===== config.mk =====
export PLATFORM = sky130hd
export DESIGN_NAME = iifc_filter_ctrl
export DESIGN_NICKNAME = d
export VERILOG_FILES = /design/src/shared/iifc_pkg.sv /design/src/design/iifc_lp_filter.sv /design/src/design/iifc_filter_ctrl.sv
export SDC_FILE = /design/constraint.sdc
export NUM_CORES = 1
export LEC_CHECK = 0
export BUFFER_PORTS_ARGS = -buffer_cell sky130_fd_sc_hd__buf_2
export CORE_MARGIN = 2
export CORE_UTILIZATION = 58
export CTS_BUF_LIST = sky130_fd_sc_hd__clkbuf_16
export DETAILED_ROUTE_END_ITERATION = 6
export GPL_ROUTABILITY_DRIVEN = 0
export GPL_TIMING_DRIVEN = 0
export PLACE_DENSITY = 0.76
export REMOVE_ABC_BUFFERS = 1
export SLEW_MARGIN = 20
export SYNTH_ARGS = -nofsm -noshare
export SYNTH_HDL_FRONTEND = slang
export SYNTH_HIERARCHICAL = 1
export SYNTH_SLANG_ARGS = --single-unit

===== constraint.sdc =====
create_clock -name clk_i -period 5 [get_ports clk_i]
set_input_delay 0.75 -clock clk_i [delete_from_list [all_inputs] [get_ports clk_i]]
set_output_delay 0.75 -clock clk_i [all_outputs]
set_load 0.1 [all_outputs]

===== src/shared/iifc_pkg.sv =====
/*
 * shared constants and carriers for the isolated input filter control block.
 * assumes an 8-bit host i/o port with a plug-and-play base address.
 */
package iifc_pkg;

	// data and window geometry
	localparam int unsigned DATA_W    = 8;
	localparam int unsigned ADDR_W    = 32;
	localparam int unsigned WIN_BITS  = 3;   // eight-address window
	localparam int unsigned NUM_INPUT = 16;

	// register offsets inside the window
	localparam logic [WIN_BITS-1:0] OFF_STATUS_A = 3'h1;
	localparam logic [WIN_BITS-1:0] OFF_FILT_A   = 3'h3;
	localparam logic [WIN_BITS-1:0] OFF_STATUS_B = 3'h5;
	localparam logic [WIN_BITS-1:0] OFF_FILT_B   = 3'h6;

	// reset and fixed read values
	localparam logic [DATA_W-1:0] FILT_RESET = 8'h00;
	localparam logic [DATA_W-1:0] READ_ZERO  = 8'h00;

	// filter time constant
	localparam int unsigned CLK_FREQ_HZ   = 125_000_000;
	localparam int unsigned FILTER_TAU_MS = 5;
	localparam int unsigned FILTER_CYCLES = (CLK_FREQ_HZ / 1000) * FILTER_TAU_MS;

	// host i/o request
	typedef struct packed {
		logic              rd;
		logic              wr;
		logic [ADDR_W-1:0] addr;
		logic [DATA_W-1:0] wdata;
	} iifc_io_req_s;

	// device answer
	typedef struct packed {
		logic              claim;
		logic              ack;
		logic [DATA_W-1:0] rdata;
	} iifc_io_rsp_s;

endpackage


===== src/design/iifc_lp_filter.sv =====
/*
 * one input's low-pass path: saturating integrator with hysteresis.
 * assumes raw_i is already synchronous to clk_i.
 */
`timescale 1ns/1ps
module iifc_lp_filter #(
	parameter int unsigned CYCLES = 625000
) (
	input  wire logic clk_i,
	input  wire logic rst_b_i,
	input  wire logic enable_i,
	input  wire logic raw_i,
	output logic      filtered_o
);
	import iifc_pkg::*;

	localparam int unsigned    CW   = $clog2(CYCLES + 1);
	localparam logic [CW-1:0]  FULL = CW'(CYCLES);
	localparam logic [CW-1:0]  NONE = '0;

	logic [CW-1:0] cnt_q;
	logic [CW-1:0] cnt_d;
	logic          out_q;
	logic          out_d;
	wire           at_full = (cnt_q == FULL);
	wire           at_none = (cnt_q == NONE);

	////////////////////////////////////////////////////////////////
	// integrator; when bypassed it rails to the raw level
	always_comb begin
		cnt_d = cnt_q;
		if (!enable_i)
			cnt_d = raw_i ? FULL : NONE;
		else if (raw_i && !at_full)
			cnt_d = cnt_q + CW'(1);
		else if (!raw_i && !at_none)
			cnt_d = cnt_q - CW'(1);
	end

	// output flips only at the rails when enabled; bypassed it follows raw_i
	always_comb begin
		out_d = out_q;
		if (!enable_i)
			out_d = raw_i;
		else if (at_full)
			out_d = 1'b1;
		else if (at_none)
			out_d = 1'b0;
	end

	always_ff @(posedge clk_i or negedge rst_b_i) begin
		if (!rst_b_i) begin
			cnt_q <= NONE;
			out_q <= 1'b0;
		end else begin
			cnt_q <= cnt_d;
			out_q <= out_d;
		end
	end

	assign filtered_o = out_q;
endmodule


===== src/design/iifc_filter_ctrl.sv =====
/*
 * filter enable registers, input status readback and sixteen filtered input paths.
 * assumes 8-bit host i/o cycles, a base address aligned to eight, inputs synchronous to clk_i.
 */
//
// Contract
// - port A filter enable sits at base offset 3 and port B at offset 6.
// - writing 1 to a bit enables that input's filter and 0 disables it.
// - each enable register is 8 bits with bit n controlling input n.
// - both enable registers are all zero after reset so all filters are off.
// - the device claims all eight addresses from its base, used or not.
// - reading offset 1 or 5 returns port A or B input states, 1 meaning voltage present.
// - an enabled filter applies a low-pass of about 5 ms before the state is reported.
`timescale 1ns/1ps
module iifc_filter_ctrl #(
	parameter int unsigned FILTER_CYCLES = iifc_pkg::FILTER_CYCLES
) (
	input  wire logic                                   clk_i,
	input  wire logic                                   rst_b_i,
	input  wire logic [iifc_pkg::ADDR_W-1:0]            assigned_io_base_i,
	input  wire iifc_pkg::iifc_io_req_s                 io_req_i,
	output iifc_pkg::iifc_io_rsp_s                      io_rsp_o,
	input  wire logic [iifc_pkg::NUM_INPUT-1:0]         raw_inputs_i,
	output logic [iifc_pkg::NUM_INPUT-1:0]              filter_enable_o,
	output logic [iifc_pkg::NUM_INPUT-1:0]              filtered_inputs_o
);
	import iifc_pkg::*;

	// offset match, used for every register
	function automatic logic at_off(input logic [WIN_BITS-1:0] off, input logic [WIN_BITS-1:0] target);
		at_off = (off == target);
	endfunction

	logic [DATA_W-1:0]    en_a_q;
	logic [DATA_W-1:0]    en_b_q;
	logic [DATA_W-1:0]    rdata_q;
	logic [DATA_W-1:0]    rdata_d;
	logic                 ack_q;
	logic [NUM_INPUT-1:0] filt;

	////////////////////////////////////////////////////////////////
	// window decode against the host-assigned base
	wire [WIN_BITS-1:0] off    = io_req_i.addr[WIN_BITS-1:0];
	wire                claim  = (io_req_i.addr[ADDR_W-1:WIN_BITS]
	                              == assigned_io_base_i[ADDR_W-1:WIN_BITS]);
	wire                wr_hit = claim && io_req_i.wr;
	wire                rd_hit = claim && io_req_i.rd;
	wire                wr_a   = wr_hit && at_off(off, OFF_FILT_A);
	wire                wr_b   = wr_hit && at_off(off, OFF_FILT_B);

	// read mux; enable registers and unused offsets read zero
	assign rdata_d = at_off(off, OFF_STATUS_A) ? filt[DATA_W-1:0] :
	                 at_off(off, OFF_STATUS_B) ? filt[NUM_INPUT-1:DATA_W] :
	                 READ_ZERO;

	////////////////////////////////////////////////////////////////
	// enable registers, bit n steers input n
	always_ff @(posedge clk_i or negedge rst_b_i) begin
		if (!rst_b_i) begin
			en_a_q <= FILT_RESET;
			en_b_q <= FILT_RESET;
		end else begin
			if (wr_a)
				en_a_q <= io_req_i.wdata;
			if (wr_b)
				en_b_q <= io_req_i.wdata;
		end
	end

	// registered read answer, one cycle after the request
	always_ff @(posedge clk_i or negedge rst_b_i) begin
		if (!rst_b_i) begin
			rdata_q <= READ_ZERO;
			ack_q   <= 1'b0;
		end else begin
			ack_q <= rd_hit || wr_hit;
			if (rd_hit)
				rdata_q <= rdata_d;
		end
	end

	assign filter_enable_o = {en_b_q, en_a_q};

	////////////////////////////////////////////////////////////////
	// one low-pass path per input
	for (genvar i = 0; i < NUM_INPUT; i++) begin : g_filt
		iifc_lp_filter #(
			.CYCLES(FILTER_CYCLES)
		) u_filt (
			.clk_i      (clk_i),
			.rst_b_i    (rst_b_i),
			.enable_i   (filter_enable_o[i]),
			.raw_i      (raw_inputs_i[i]),
			.filtered_o (filt[i])
		);
	end

	assign filtered_inputs_o = filt;
	assign io_rsp_o.claim    = claim;
	assign io_rsp_o.ack      = ack_q;
	assign io_rsp_o.rdata    = rdata_q;
endmodule


After elaboration in Yosys (flattened, before gate mapping)

Cells that the tools add are included.

Register bits after elaboration: 361
Output and inout port bits: 42

Add/subtract/negate cells: 32
Eq/ne operators: 53
Mux-type cells: 114
Reductions and logical operators: 101

Operators with widths:

| cell                    | number |
|---|---|
| $mux W20                | 64 |
| $add A20 B1 Y20 const B | 16 |
| $eq A20 B20 Y1 const B  | 16 |
| $logic_not A20 Y1       | 16 |
| $sub A20 B1 Y20 const B | 16 |
| $ne A3 B1 Y1 const B    | 32 |
| $logic_not A1 Y1        | 48 |
| $mux W1                 | 48 |
| $logic_and A1 B1 Y1     | 36 |
| $eq A29 B29 Y1          | 1 |
| $mux W8                 | 2 |
| $eq A3 B3 Y1 const B    | 2 |
| $eq A3 B1 Y1 const B    | 1 |
| $eq A3 B2 Y1 const B    | 1 |
| $logic_or A1 B1 Y1      | 1 |

Depth between registers and ports, before layout

Gate-level depths: netlist of run 1.

Depth after elaboration: 6
Gate-level depth with buffers: 12
Gate-level depth less buffers: 12

Hierarchy

Netlist of run 1, hierarchy kept.

Modules (own cells, without submodules):

| module                                 | instances | cells each | area an instance (um^2) | seq. area each (um^2) |
|---|---|---|---|---|
| iifc_lp_filter (g_filt[15].u_filt ...) | 9         | 201        | 1700.4                  | 525.5 |
| iifc_lp_filter (g_filt[12].u_filt ...) | 3         | 206        | 1774.2                  | 525.5 |
| iifc_lp_filter (g_filt[0].u_filt ...)  | 2         | 204        | 1761.7                  | 525.5 |
| iifc_lp_filter (g_filt[8].u_filt)      | 1         | 209        | 1875.5                  | 525.5 |
| iifc_lp_filter (g_filt[11].u_filt)     | 1         | 207        | 1841.8                  | 525.5 |
| iifc_filter_ctrl                       | 1         | 123        | 1468.9                  | 625.6 |

Worst setup path after synthesis of run 1

Ideal clock, no wire load.

Kind: reg-to-reg
Start point: register g_filt[15].u_filt.cnt_q[4]
End point: register g_filt[15].u_filt.cnt_q[18]
Arrival: 3.367 ns
Data required time: 4.875 ns
Path slack: 1.508 ns
Stages on the path, launching flop included: 12
Clock period less this slack: 3.492 ns
Path through: dfrtp_1 > nor4_1 > nand3_1 > o31ai_2 > inv_1 > fa_1 > nand3b_1 > a21oi_1 > o21ai_0 > a21oi_1 > a21oi_1 > mux2_2

Longest elaborated chain between the ends: 5

Ends and longest elaborated chain:

| what                                                    | RTL line             | source |
|---|---|---|
| from (decl)                                             | iifc_lp_filter.sv:21 | `logic [CW-1:0] cnt_q;` |
| from (signal assigned)                                  | iifc_lp_filter.sv:56 | `cnt_q <= cnt_d;` |
| branches (longest 5 deep; another with $sub A20 B1 Y20) | n/a                  |  |

Parallel ways; which one is timed is not known. The select of a mux whose other input is x is not followed.
A chain may end at the register's enable or synchronous reset.

Final worst setup path of run 1

Start point: register g_filt[0].u_filt.cnt_q[1]
End point: register g_filt[0].u_filt.cnt_q[16]

Longest elaborated chain between the ends: 5

Ends and longest elaborated chain:

| what                                                    | RTL line |
|---|---|
| from (decl)                                             | iifc_lp_filter.sv:21 |
| from (signal assigned)                                  | iifc_lp_filter.sv:56 |
| branches (longest 5 deep; another with $sub A20 B1 Y20) | n/a |

Parallel ways; which one is timed is not known. The select of a mux whose other input is x is not followed.

==> metrics.txt, run 1 <==
status finished clean; overall routing resource usage 0.274; Slew headroom 0.285; CP required 5.49 ns; die footprint 0.0524 mm2; library cells used by synthesis 82; first-pass GRT wire length 122000 um; I/O pins 134; non-filler cells, final 4193; most frequent cells in the layout a21oi_1 (384), dfrtp_1 (361), nor2_1 (317); clock network power share 0.417; fin util 0.643; crit share post-route 0.839; CTS Buffer Depth 3; clock latency on the worst-skew pair 0.57 ns; drt wl/cell 17.5 um; number of synthesized flops with an enable pin 0; crit path time final 4.20 ns; Final Max Tran Viols 0; CTS Buf Count 45; vias per cell 6.35; Post-CTS Setup Inserts 0; final instance area 0.0322 mm2; # rows 82; Die Span Y 229 um; Initial Util 0.586; CP endpoint kind flip-flop; Synth top area share 0.308; initial antenna violation count 3; clock sink total 361; register share of total power 0.391; clock-pin slew on the worst setup and hold paths 0.06 ns; Tightest Hold Check Type input pin to async pin; worst r2r src g_filt[0].u_filt/cnt_q[1]$_DFFE_PN0P_; root buffer cell clkbuf_16; flops & latches, synth 361; Final setup viols 0; CTS tree done; cell taking the most area after synthesis dfrtp_1; Worst Path Max Fanout 20; H-Tree Depth 2; Die Width 229 um; fillcell total 4167; hold buffers post-CTS 0; NetSw 2320 uW; Critical Path AT 4.69 ns; Worst Setup SP g_filt[0].u_filt/cnt_q[1]$_DFFE_PN0P_; cts repair resizes 0; WL final 73300 um; Inst Count DP 4112; synth warn 6; Area Overhead vs Synth 9.70%; Final nets 3899; most common cell after layout, fill and taps aside a21oi_1; DRT iter0 DRCs 1935; residual DRC count 0; Setup Skew 0.0107 ns; post-synthesis async set-or-reset flop share 1.00; Core Box Area 0.0501 mm2; startpoint types flip-flop; Power Density 242 mW/mm2; P_leak 0.0150 uW; slew of the pin with the lowest slew margin 1.06 ns; Main synth FF type dfrtp_1; routed via count 26600; Switching Share 0.297; Final ANT Viol Nets 0; unrepaired setup endpoints after global routing false; Post-Syn Instances 3374; Synth Area per Inst 8.69 um2; Final Hold Fails 0; Post-Syn Area 0.0293 mm2; setup TNS 0 ns; vias in the first global route 25700; Post-DP HPWL 54400 um; I/O Buffers 130; Synth area leaders dfrtp_1 (31%), ha_1 (13%), a21oi_1 (6.6%); fmax 238 MHz; Area after DPL 0.0307 mm2; share of layout cells above drive strength 1 0.111; Max Cap Viol 0; Comb pwr share 0.192; Worst VDD drop 0.265 mV; First-pass DRT Iterations 5; largest net degree at the start of global routing 96; sequential share of the synthesized area 0.308; global route overflow 0; Pint 5480 uW; Crit Path Class flip-flop to flip-flop
## kinds of logic (layout without fill, tap and decap cells)
family	count (synthesis)	after routing	share of synthesized area
compound gates	1110	1110	0.242
xor+xnor	233	233	0.0696
fa+ha+maj	320	320	0.141
buf+inv	221	367	0.0331
flops	361	361	0.308
mux	64	64	0.0232
other cells	0	1	0
simple gates	1065	1065	0.183
## worst max-delay path: stages, from the launching register on
cell      delay (ns)
dfrtp_1         0.40
nor4_1          0.48
nand3_1         0.29
or2_2           0.37
nand2_1         0.60
inv_1           0.14
fa_1            0.44
nand3b_1        0.22
a31oi_1         0.25
o31a_2          0.27
a21oi_1         0.15
a2111o_1        0.40
o211ai_1        0.10
## sequential cells by signal (all words and copies together), names as in the netlist
name,cells
g_filt.u_filt/cnt_q,320
g_filt.u_filt/filtered_o,16
en_a_q,8
en_b_q,8
rdata_q,8
ack_q,1
## power groups by stage
stage	logic [uW]	clock network [uW]	registers (uW)
2_1_floorplan	1040	0	3130
6_report	1500	3260	3050
3_3_place_gp	1390	0	3100
4_1_cts	1480	3330	3050
5_1_grt	1660	3450	3050
3_5_place_dp	1460	0	3100
## synthesized netlist by cell type, drive strengths merged (45+ instances only)
cell type	n
nor3	58
nand4	104
nor4	98
a21o	117
a21oi	386
o21ai	288
nor2	330
inv	143
xnor2	104
nand2	254
dfrtp	361
nand3	72
clkbuf	45
xor2	129
ha	304
## per-layer routing
layer,vias to the layer above,part of all wire,global-route usage
met5,-,0.00015,0
met4,2,0.031,0.101
met3,160,0.051,0.0354
met2,813,0.48,0.472
met1,12800,0.44,0.353
li1,12800,-,-
## area by class of cell
class | count | area (um2) | area share
Tap cell | 672 | 841 | 0.0261
Clock inverter | 35 | 315 | 0.00980
Inverter | 143 | 537 | 0.0167
Sequential cell | 361 | 9030 | 0.281
Multi-Input combinational cell | 2792 | 19400 | 0.603
Antenna cell | 1 | 2.50 | 0.0000778
Timing Repair Buffer | 144 | 910 | 0.0283
Clock buffer | 45 | 1130 | 0.0350
## final timing paths
kind | slack (ns) | cells after the start | end
max in group asynchronous | 3.78 | 3 | en_b_q[5]$_DFFE_PN0P_
min in group clk_i | 0.42 | 2 | en_a_q[6]$_DFFE_PN0P_
worst max register to register | 0.80 | 12 | g_filt[0].u_filt/cnt_q[16]$_DFFE_PN0P_
worst min register to register | 0.48 | 1 | g_filt[9].u_filt/cnt_q[0]$_DFFE_PN0P_
worst min-delay path | 0.09 | 1 | g_filt[3].u_filt/cnt_q[18]$_DFFE_PN0P_
worst max-delay path | 0.80 | 12 | g_filt[0].u_filt/cnt_q[16]$_DFFE_PN0P_
## through the flow
stage / hold WS [ns] / power [uW] / setup WS, ns
floorplan: 0.449 / 4160 / 1.42
global placement: 0.467 / 4490 / -4.12
detailed placement: 0.478 / 4560 / 0.861
CTS: 0.107 / 7850 / 0.822
global route: 0.131 / 8160 / 0.535
finish: 0.0940 / 7800 / 0.803
Note: power is estimated with default switching activity, not from simulation.
==> inputs of run 2 (changes only) <==
PLACE_DENSITY = 0.79   (was 0.76)
clock period = 3.85 ns   (was 5 ns; I/O delays follow)
==> run 2 against run 1 <==
  * Die area stayed put
  * Cell area grew 0.93%
  * Register-to-register slack got worse by 0.63 ns
  * First-iteration DRC count grew 10%
  * Via count decreased by 1.9%
  * Clock-buffer cell count fell by 1
  * Maximum frequency grew 14%
  * Final cell count increased by 0.64%
  * Clock power rose by 25%
  * Critical path type unchanged
  * Critical endpoint unchanged
  * Largest power group unchanged
  * Highest routed layer unchanged
==> metrics.txt, run 2 (synthesis gave the netlist of run 1 again) <==
status finished clean (unchanged); CTS Buffer Depth 3 (unchanged); largest net degree at the start of global routing 89 (was 96); initial antenna violation count 6 (was 3); max FFs per register 320 (unchanged); first-pass GRT wire length 119000 um (was 122000 um); First-pass DRT Iterations 7 (was 5); Crit Path Class flip-flop to flip-flop (unchanged); crit path time final 3.68 ns (was 4.20 ns); H-Tree Depth 2 (unchanged); Initial Util 0.586 (unchanged); final instance area 0.0325 mm2 (was 0.0322 mm2); DRT iter0 DRCs 2133 (was 1935); max layer used met5 (unchanged); Power Density 308 mW/mm2 (was 242 mW/mm2); residual DRC count 0 (unchanged); CP endpoint kind flip-flop (unchanged); clock sink total 361 (unchanged); I/O pins 134 (unchanged); CP required 4.35 ns (was 5.49 ns); Tightest Hold Check Type input pin to flip-flop (was input pin to async pin); Critical Path AT 4.18 ns (was 4.69 ns); Worst Path Max Fanout 20 (unchanged); crit share post-route 0.955 (was 0.839); Area after DPL 0.0308 mm2 (was 0.0307 mm2); vias in the first global route 24700 (was 25700); Die Width 229 um (unchanged); Final Max Tran Viols 0 (unchanged); clock-pin slew on the worst setup and hold paths 0.07 ns (was 0.06 ns); most common cell after layout, fill and taps aside a21oi_1 (unchanged); die footprint 0.0524 mm2 (unchanged); Max Cap Viol 0 (unchanged); global route overflow 0 (unchanged); Slew headroom 0.277 (was 0.285); Final ANT Viol Nets 0 (unchanged); wl on met1 32800 um (was 32000 um); P_leak 0.0151 uW (was 0.0150 uW); fillcell total 4309 (was 4167); Core Box Area 0.0501 mm2 (unchanged); setup TNS 0 ns (unchanged); most frequent cells in the layout a21oi_1 (384), dfrtp_1 (361), nor2_1 (317) (unchanged); CTS Buf Count 44 (was 45); WL final 71400 um (was 73300 um); met2 wire length 32100 um (was 35300 um); slew of the pin with the lowest slew margin 1.07 ns (was 1.06 ns); Setup Skew 0.0282 ns (was 0.0107 ns); share of layout cells above drive strength 1 0.120 (was 0.111); routed via count 26100 (was 26600); Die Span Y 229 um (unchanged); drt wl/cell 16.9 um (was 17.5 um); Final setup viols 0 (unchanged); Final Hold Fails 0 (unchanged); CTS tree done (unchanged); met3 WL 4470 um (was 3710 um); Worst VDD drop 0.286 mV (was 0.265 mV); unrepaired setup endpoints after global routing false (unchanged); Area Overhead vs Synth 10.7% (was 9.70%); fmax 272 MHz (was 238 MHz); Register Area 0.00903 mm2 (unchanged); multi-input logic area 0.0196 mm2 (was 0.0194 mm2); vias per cell 6.19 (was 6.35); clock latency on the worst-skew pair 0.59 ns (was 0.57 ns); Final nets 3923 (was 3899); Post-DP HPWL 52100 um (was 54400 um); Biggest register g_filt.u_filt/cnt_q (unchanged); overall routing resource usage 0.269 (was 0.274); root buffer cell clkbuf_16 (unchanged); startpoint types flip-flop (unchanged); # rows 82 (unchanged); I/O Buffers 130 (unchanged)
## run 2: changes by cell type in the layout (fill, tap and decap cells not counted), sizes merged
cell	previous run	this run
buf	144	163
o31ai	29	34
inv	147	150
bufinv	6	4
clkinv	22	20
clkinvlp	3	5
diode	1	3
clkbuf	45	44
dlygate4sd3	0	1
## run 2: path summary, 6_finish.rpt
check | from | endpoint | slack (ns) | cells past startpoint
hold reg to reg | g_filt[3].u_filt/cnt_q[0]$_DFFE_PN0P_ | g_filt[3].u_filt/cnt_q[0]$_DFFE_PN0P_ | 0.48 | 1
max in group asynchronous | rst_b_i | g_filt[12].u_filt/cnt_q[7]$_DFFE_PN0P_ | 2.23 | 4
min in group asynchronous | rst_b_i | g_filt[7].u_filt/cnt_q[17]$_DFFE_PN0P_ | 0.45 | 2
setup reg to reg | g_filt[0].u_filt/cnt_q[1]$_DFFE_PN0P_ | g_filt[0].u_filt/cnt_q[16]$_DFFE_PN0P_ | 0.17 | 12
hold / removal | io_req_i[4] | en_a_q[4]$_DFFE_PN0P_ | 0.24 | 2
setup / recovery | g_filt[0].u_filt/cnt_q[1]$_DFFE_PN0P_ | g_filt[0].u_filt/cnt_q[16]$_DFFE_PN0P_ | 0.17 | 12
## run 2: layout make-up
| class | count | area share |
|---|---|---|
| sequential | 361 | 0.278 |
| antenna | 3 | 0.000231 |
| inverter | 143 | 0.0165 |
| tap | 672 | 0.0259 |
| multi-input combinational | 2797 | 0.602 |
| clock buffer | 44 | 0.0339 |
| clock inverter | 36 | 0.00959 |
| timing repair buffer | 164 | 0.0337 |
## run 2: power breakdown
part           switching, uW  internal [uW]
Combinational           1200            747
Clock                   1730           2370
Sequential              81.2           3870
Total                   3010           6990
## run 2: metrics by stage
step	hold slack, ns	utilization	std cells	worst slack, ns	total power (uW)
finish	0.243	0.649	4220	0.175	10000
global route	0.230	0.649	4217	0.00538	10500
CTS	0.214	0.644	4199	0.0650	10100
detailed placement	0.455	0.614	4114	-0.271	5910
global placement	0.471	0.607	4098	-5.13	5840
floorplan	0.282	-	3296	0.358	5400
## run 2: what timing repair did
action | in CTS | in global routing
endpoints found under the hold margin | 27 | 0
setup endpoints to repair | 34 | 55
pin swaps | 4 | 15
hold buffers | 1 | 0
resized for setup | 4 | 8
cloned | 4 | 1
buffers inserted | 0 | 17
## run 2: worst max-delay path, cell delays in order, from the launching register on
cell,delay [ns]
dfrtp_1,0.42
nor4_2,0.40
nand3_2,0.20
or2_2,0.37
nand2_4,0.24
inv_1,0.10
fa_1,0.41
nand3b_1,0.25
a31oi_1,0.32
o31a_2,0.27
a21oi_1,0.14
a2111o_1,0.39
o211ai_1,0.09
## run 2: per-layer routing
| layer | up-vias | global-route usage |
|---|---|---|
| li1 | 12900 | - |
| met5 | - | 0 |
| met1 | 12400 | 0.373 |
| met4 | 8 | 0.0779 |
| met2 | 724 | 0.432 |
| met3 | 119 | 0.0465 |
==> inputs of run 3 (changes only) <==
BUFFER_PORTS_ARGS = default   (was -buffer_cell sky130_fd_sc_hd__buf_2)
DONT_BUFFER_PORTS = 1   (was default)
PLACE_DENSITY = 0.76   (was 0.79)
==> run 3 against run 2 <==
  * Utilization down 1.1 points
  * Sequential power grew 2%
  * Worst setup slack worse by 0.028 ns
  * Sequential share of layout area increased by 0.52 points
  * Cell area fell by 1.7%
  * Routed wire length is 2.4% higher
  * Clock power is 9.8% higher
  * The flow now finishes with violations (negative hold slack)
  * Largest power group unchanged
  * Register-to-register slack worse by 0.03 ns
==> metrics.txt, run 3 (synthesis gave the netlist of run 1 again) <==
overall routing resource usage 0.272 (was 0.269); crit share post-route 0.962 (was 0.955); I/O Buffers 0 (was 130); die footprint 0.0524 mm2 (unchanged); most frequent cells in the layout a21oi_1 (384), dfrtp_1 (354), nor2_1 (316) (was a21oi_1 (384), dfrtp_1 (361), nor2_1 (317)); Core Box Area 0.0501 mm2 (unchanged); Fin Hold WS -0.305 ns (was 0.243 ns); H-Tree Depth 2 (unchanged); residual DRC count 0 (unchanged); Worst Path Buf+Inv 1 (unchanged); critical path, cell by cell nor4_2 > nand3_1 > or2_2 > nand2_4 > inv_1 > fa_1 > nand3b_1 > a31oi_1 > o31a_2 > a21oi_1 > a2111o_1 > o211ai_1 (was nor4_2 > nand3_2 > or2_2 > nand2_4 > inv_1 > fa_1 > nand3b_1 > a31oi_1 > o31a_2 > a21oi_1 > a2111o_1 > o211ai_1); non-filler cells, final 4097 (was 4220); Die Span Y 229 um (unchanged); Slew headroom 0.196 (was 0.277); most common cell after layout, fill and taps aside a21oi_1 (unchanged); Switching Share 0.286 (was 0.301); Die Width 229 um (unchanged); worst r2r src g_filt[0].u_filt/cnt_q[0]$_DFFE_PN0P_ (was g_filt[0].u_filt/cnt_q[1]$_DFFE_PN0P_); Crit Path Class flip-flop to flip-flop (unchanged); max FFs per register 320 (unchanged); Worst Setup SP g_filt[0].u_filt/cnt_q[0]$_DFFE_PN0P_ (was g_filt[0].u_filt/cnt_q[1]$_DFFE_PN0P_); clock sink total 361 (unchanged); CTS tree done (unchanged); largest net degree at the start of global routing 362 (was 89); Worst VDD drop 0.334 mV (was 0.286 mV); Pint 7310 uW (was 6990 uW); setup TNS 0 ns (unchanged); Inst Count DP 3982 (was 4114); Final Hold Fails 361 (was 0); clock network power share 0.438 (was 0.410); CTS Buf Count 44 (unchanged); family with the most delay on the worst path simple AND/OR/NAND/NOR gates (unchanged); Max Cap Viol 0 (unchanged); status complete, but fails checks (was finished clean); first-pass GRT wire length 121000 um (was 119000 um); Area Overhead vs Synth 8.80% (was 10.7%); clock latency on the worst-skew pair 0.59 ns (about the same); Final Max Tran Viols 0 (unchanged); drt wl/cell 17.8 um (was 16.9 um); fmax 270 MHz (was 272 MHz); fillcell total 4155 (was 4309); delay of the slowest critical-path stage 0.42 ns (about the same); Setup Skew 0.0256 ns (was 0.0282 ns); DRT iter0 DRCs 1980 (was 2133); First-pass DRT Iterations 6 (was 7); share of layout cells above drive strength 1 0.0906 (was 0.120); Power Density 321 mW/mm2 (was 308 mW/mm2); CP required 4.34 ns (was 4.35 ns); global route overflow 0 (unchanged); I/O pins 134 (unchanged); fin util 0.637 (was 0.649); startpoint types flip-flop (unchanged); failing checks negative hold slack; # rows 82 (unchanged); vias in the first global route 25200 (was 24700); routed via count 26100 (about the same); root buffer cell clkbuf_16 (unchanged); clock-pin slew on the worst setup and hold paths 0.06 ns (was 0.07 ns); Comb pwr share 0.169 (was 0.195); crit path time final 3.70 ns (was 3.68 ns); Final ANT Viol Nets 0 (unchanged); NetSw 2940 uW (was 3010 uW); CP endpoint kind flip-flop (unchanged); Initial Util 0.586 (unchanged); CTS Buffer Depth 3 (unchanged); Slowest cell on crit path fa_1 (was dfrtp_1); Final nets 3796 (was 3923); P_leak 0.0146 uW (was 0.0151 uW); slew of the pin with the lowest slew margin 1.21 ns (was 1.07 ns); Biggest register g_filt.u_filt/cnt_q (unchanged); Tightest Hold Check Type input pin to async pin (was input pin to flip-flop); Critical Path AT 4.20 ns (was 4.18 ns); vias per cell 6.38 (was 6.19); initial antenna violation count 1 (was 6); Worst Path Max Fanout 20 (unchanged); WL final 73100 um (was 71400 um); Post-DP HPWL 52600 um (was 52100 um); Final setup viols 0 (unchanged); register share of total power 0.393 (was 0.396)
## run 3: layout make-up
cell class | count | area, um2 | area share
Inverter | 143 | 537 | 0.0168
Multi-Input combinational cell | 2797 | 19600 | 0.613
Tap cell | 672 | 841 | 0.0263
Sequential cell | 361 | 9040 | 0.283
Clock inverter | 37 | 429 | 0.0134
Clock buffer | 45 | 1130 | 0.0353
Antenna cell | 5 | 12.5 | 0.000392
Timing Repair Buffer | 37 | 374 | 0.0117
## run 3: path summary, 6_finish.rpt
kind | slack, ns | cells past startpoint | endpoint
min | -0.31 | 0 | g_filt[6].u_filt/cnt_q[10]$_DFFE_PN0P_
max in group asynchronous | 3.10 | 0 | g_filt[12].u_filt/filtered_o$_DFFE_PN0P_
min reg2reg | 0.48 | 1 | g_filt[15].u_filt/cnt_q[0]$_DFFE_PN0P_
max | 0.15 | 12 | g_filt[0].u_filt/cnt_q[16]$_DFFE_PN0P_
max reg2reg | 0.15 | 12 | g_filt[0].u_filt/cnt_q[16]$_DFFE_PN0P_
min in group clk_i | 0.10 | 1 | ack_q$_DFF_PN0_
## run 3: timing repair
action                     4_1_cts  5_1_grt
setup endpoints to repair       28       56
pin swaps                        4       15
gates cloned                     4        1
gates resized for setup          3       10
setup buffers                    0       23
hold endpoints to repair       361      361
## run 3: metal layers
layer	share of wire	track usage	up-vias
met5	0	0	-
met4	0.030	0.0927	0
met3	0.055	0.0414	140
met2	0.48	0.462	782
met1	0.44	0.355	12600
li1	-	-	12600
## run 3: through the flow
step	setup slack, ns	hold slack [ns]	instance area, um2	power (uW)
CTS	0.0318	-0.325	31600	10300
floorplan	0.358	0.282	28900	5400
finish	0.147	-0.305	31900	10200
global route	-0.0335	-0.329	31900	10700
detailed placement	-0.215	0.301	30000	5750
global placement	-0.562	0.299	29700	5670
## run 3: power by group through the flow
stage	clock network (uW)	logic (uW)	registers (uW)
final	4490	1730	4020
after detailed placement	0	1660	4090
after global placement	0	1580	4090
after CTS	4590	1680	4020
after floorplan	0	1340	4060
after global routing	4740	1930	4030
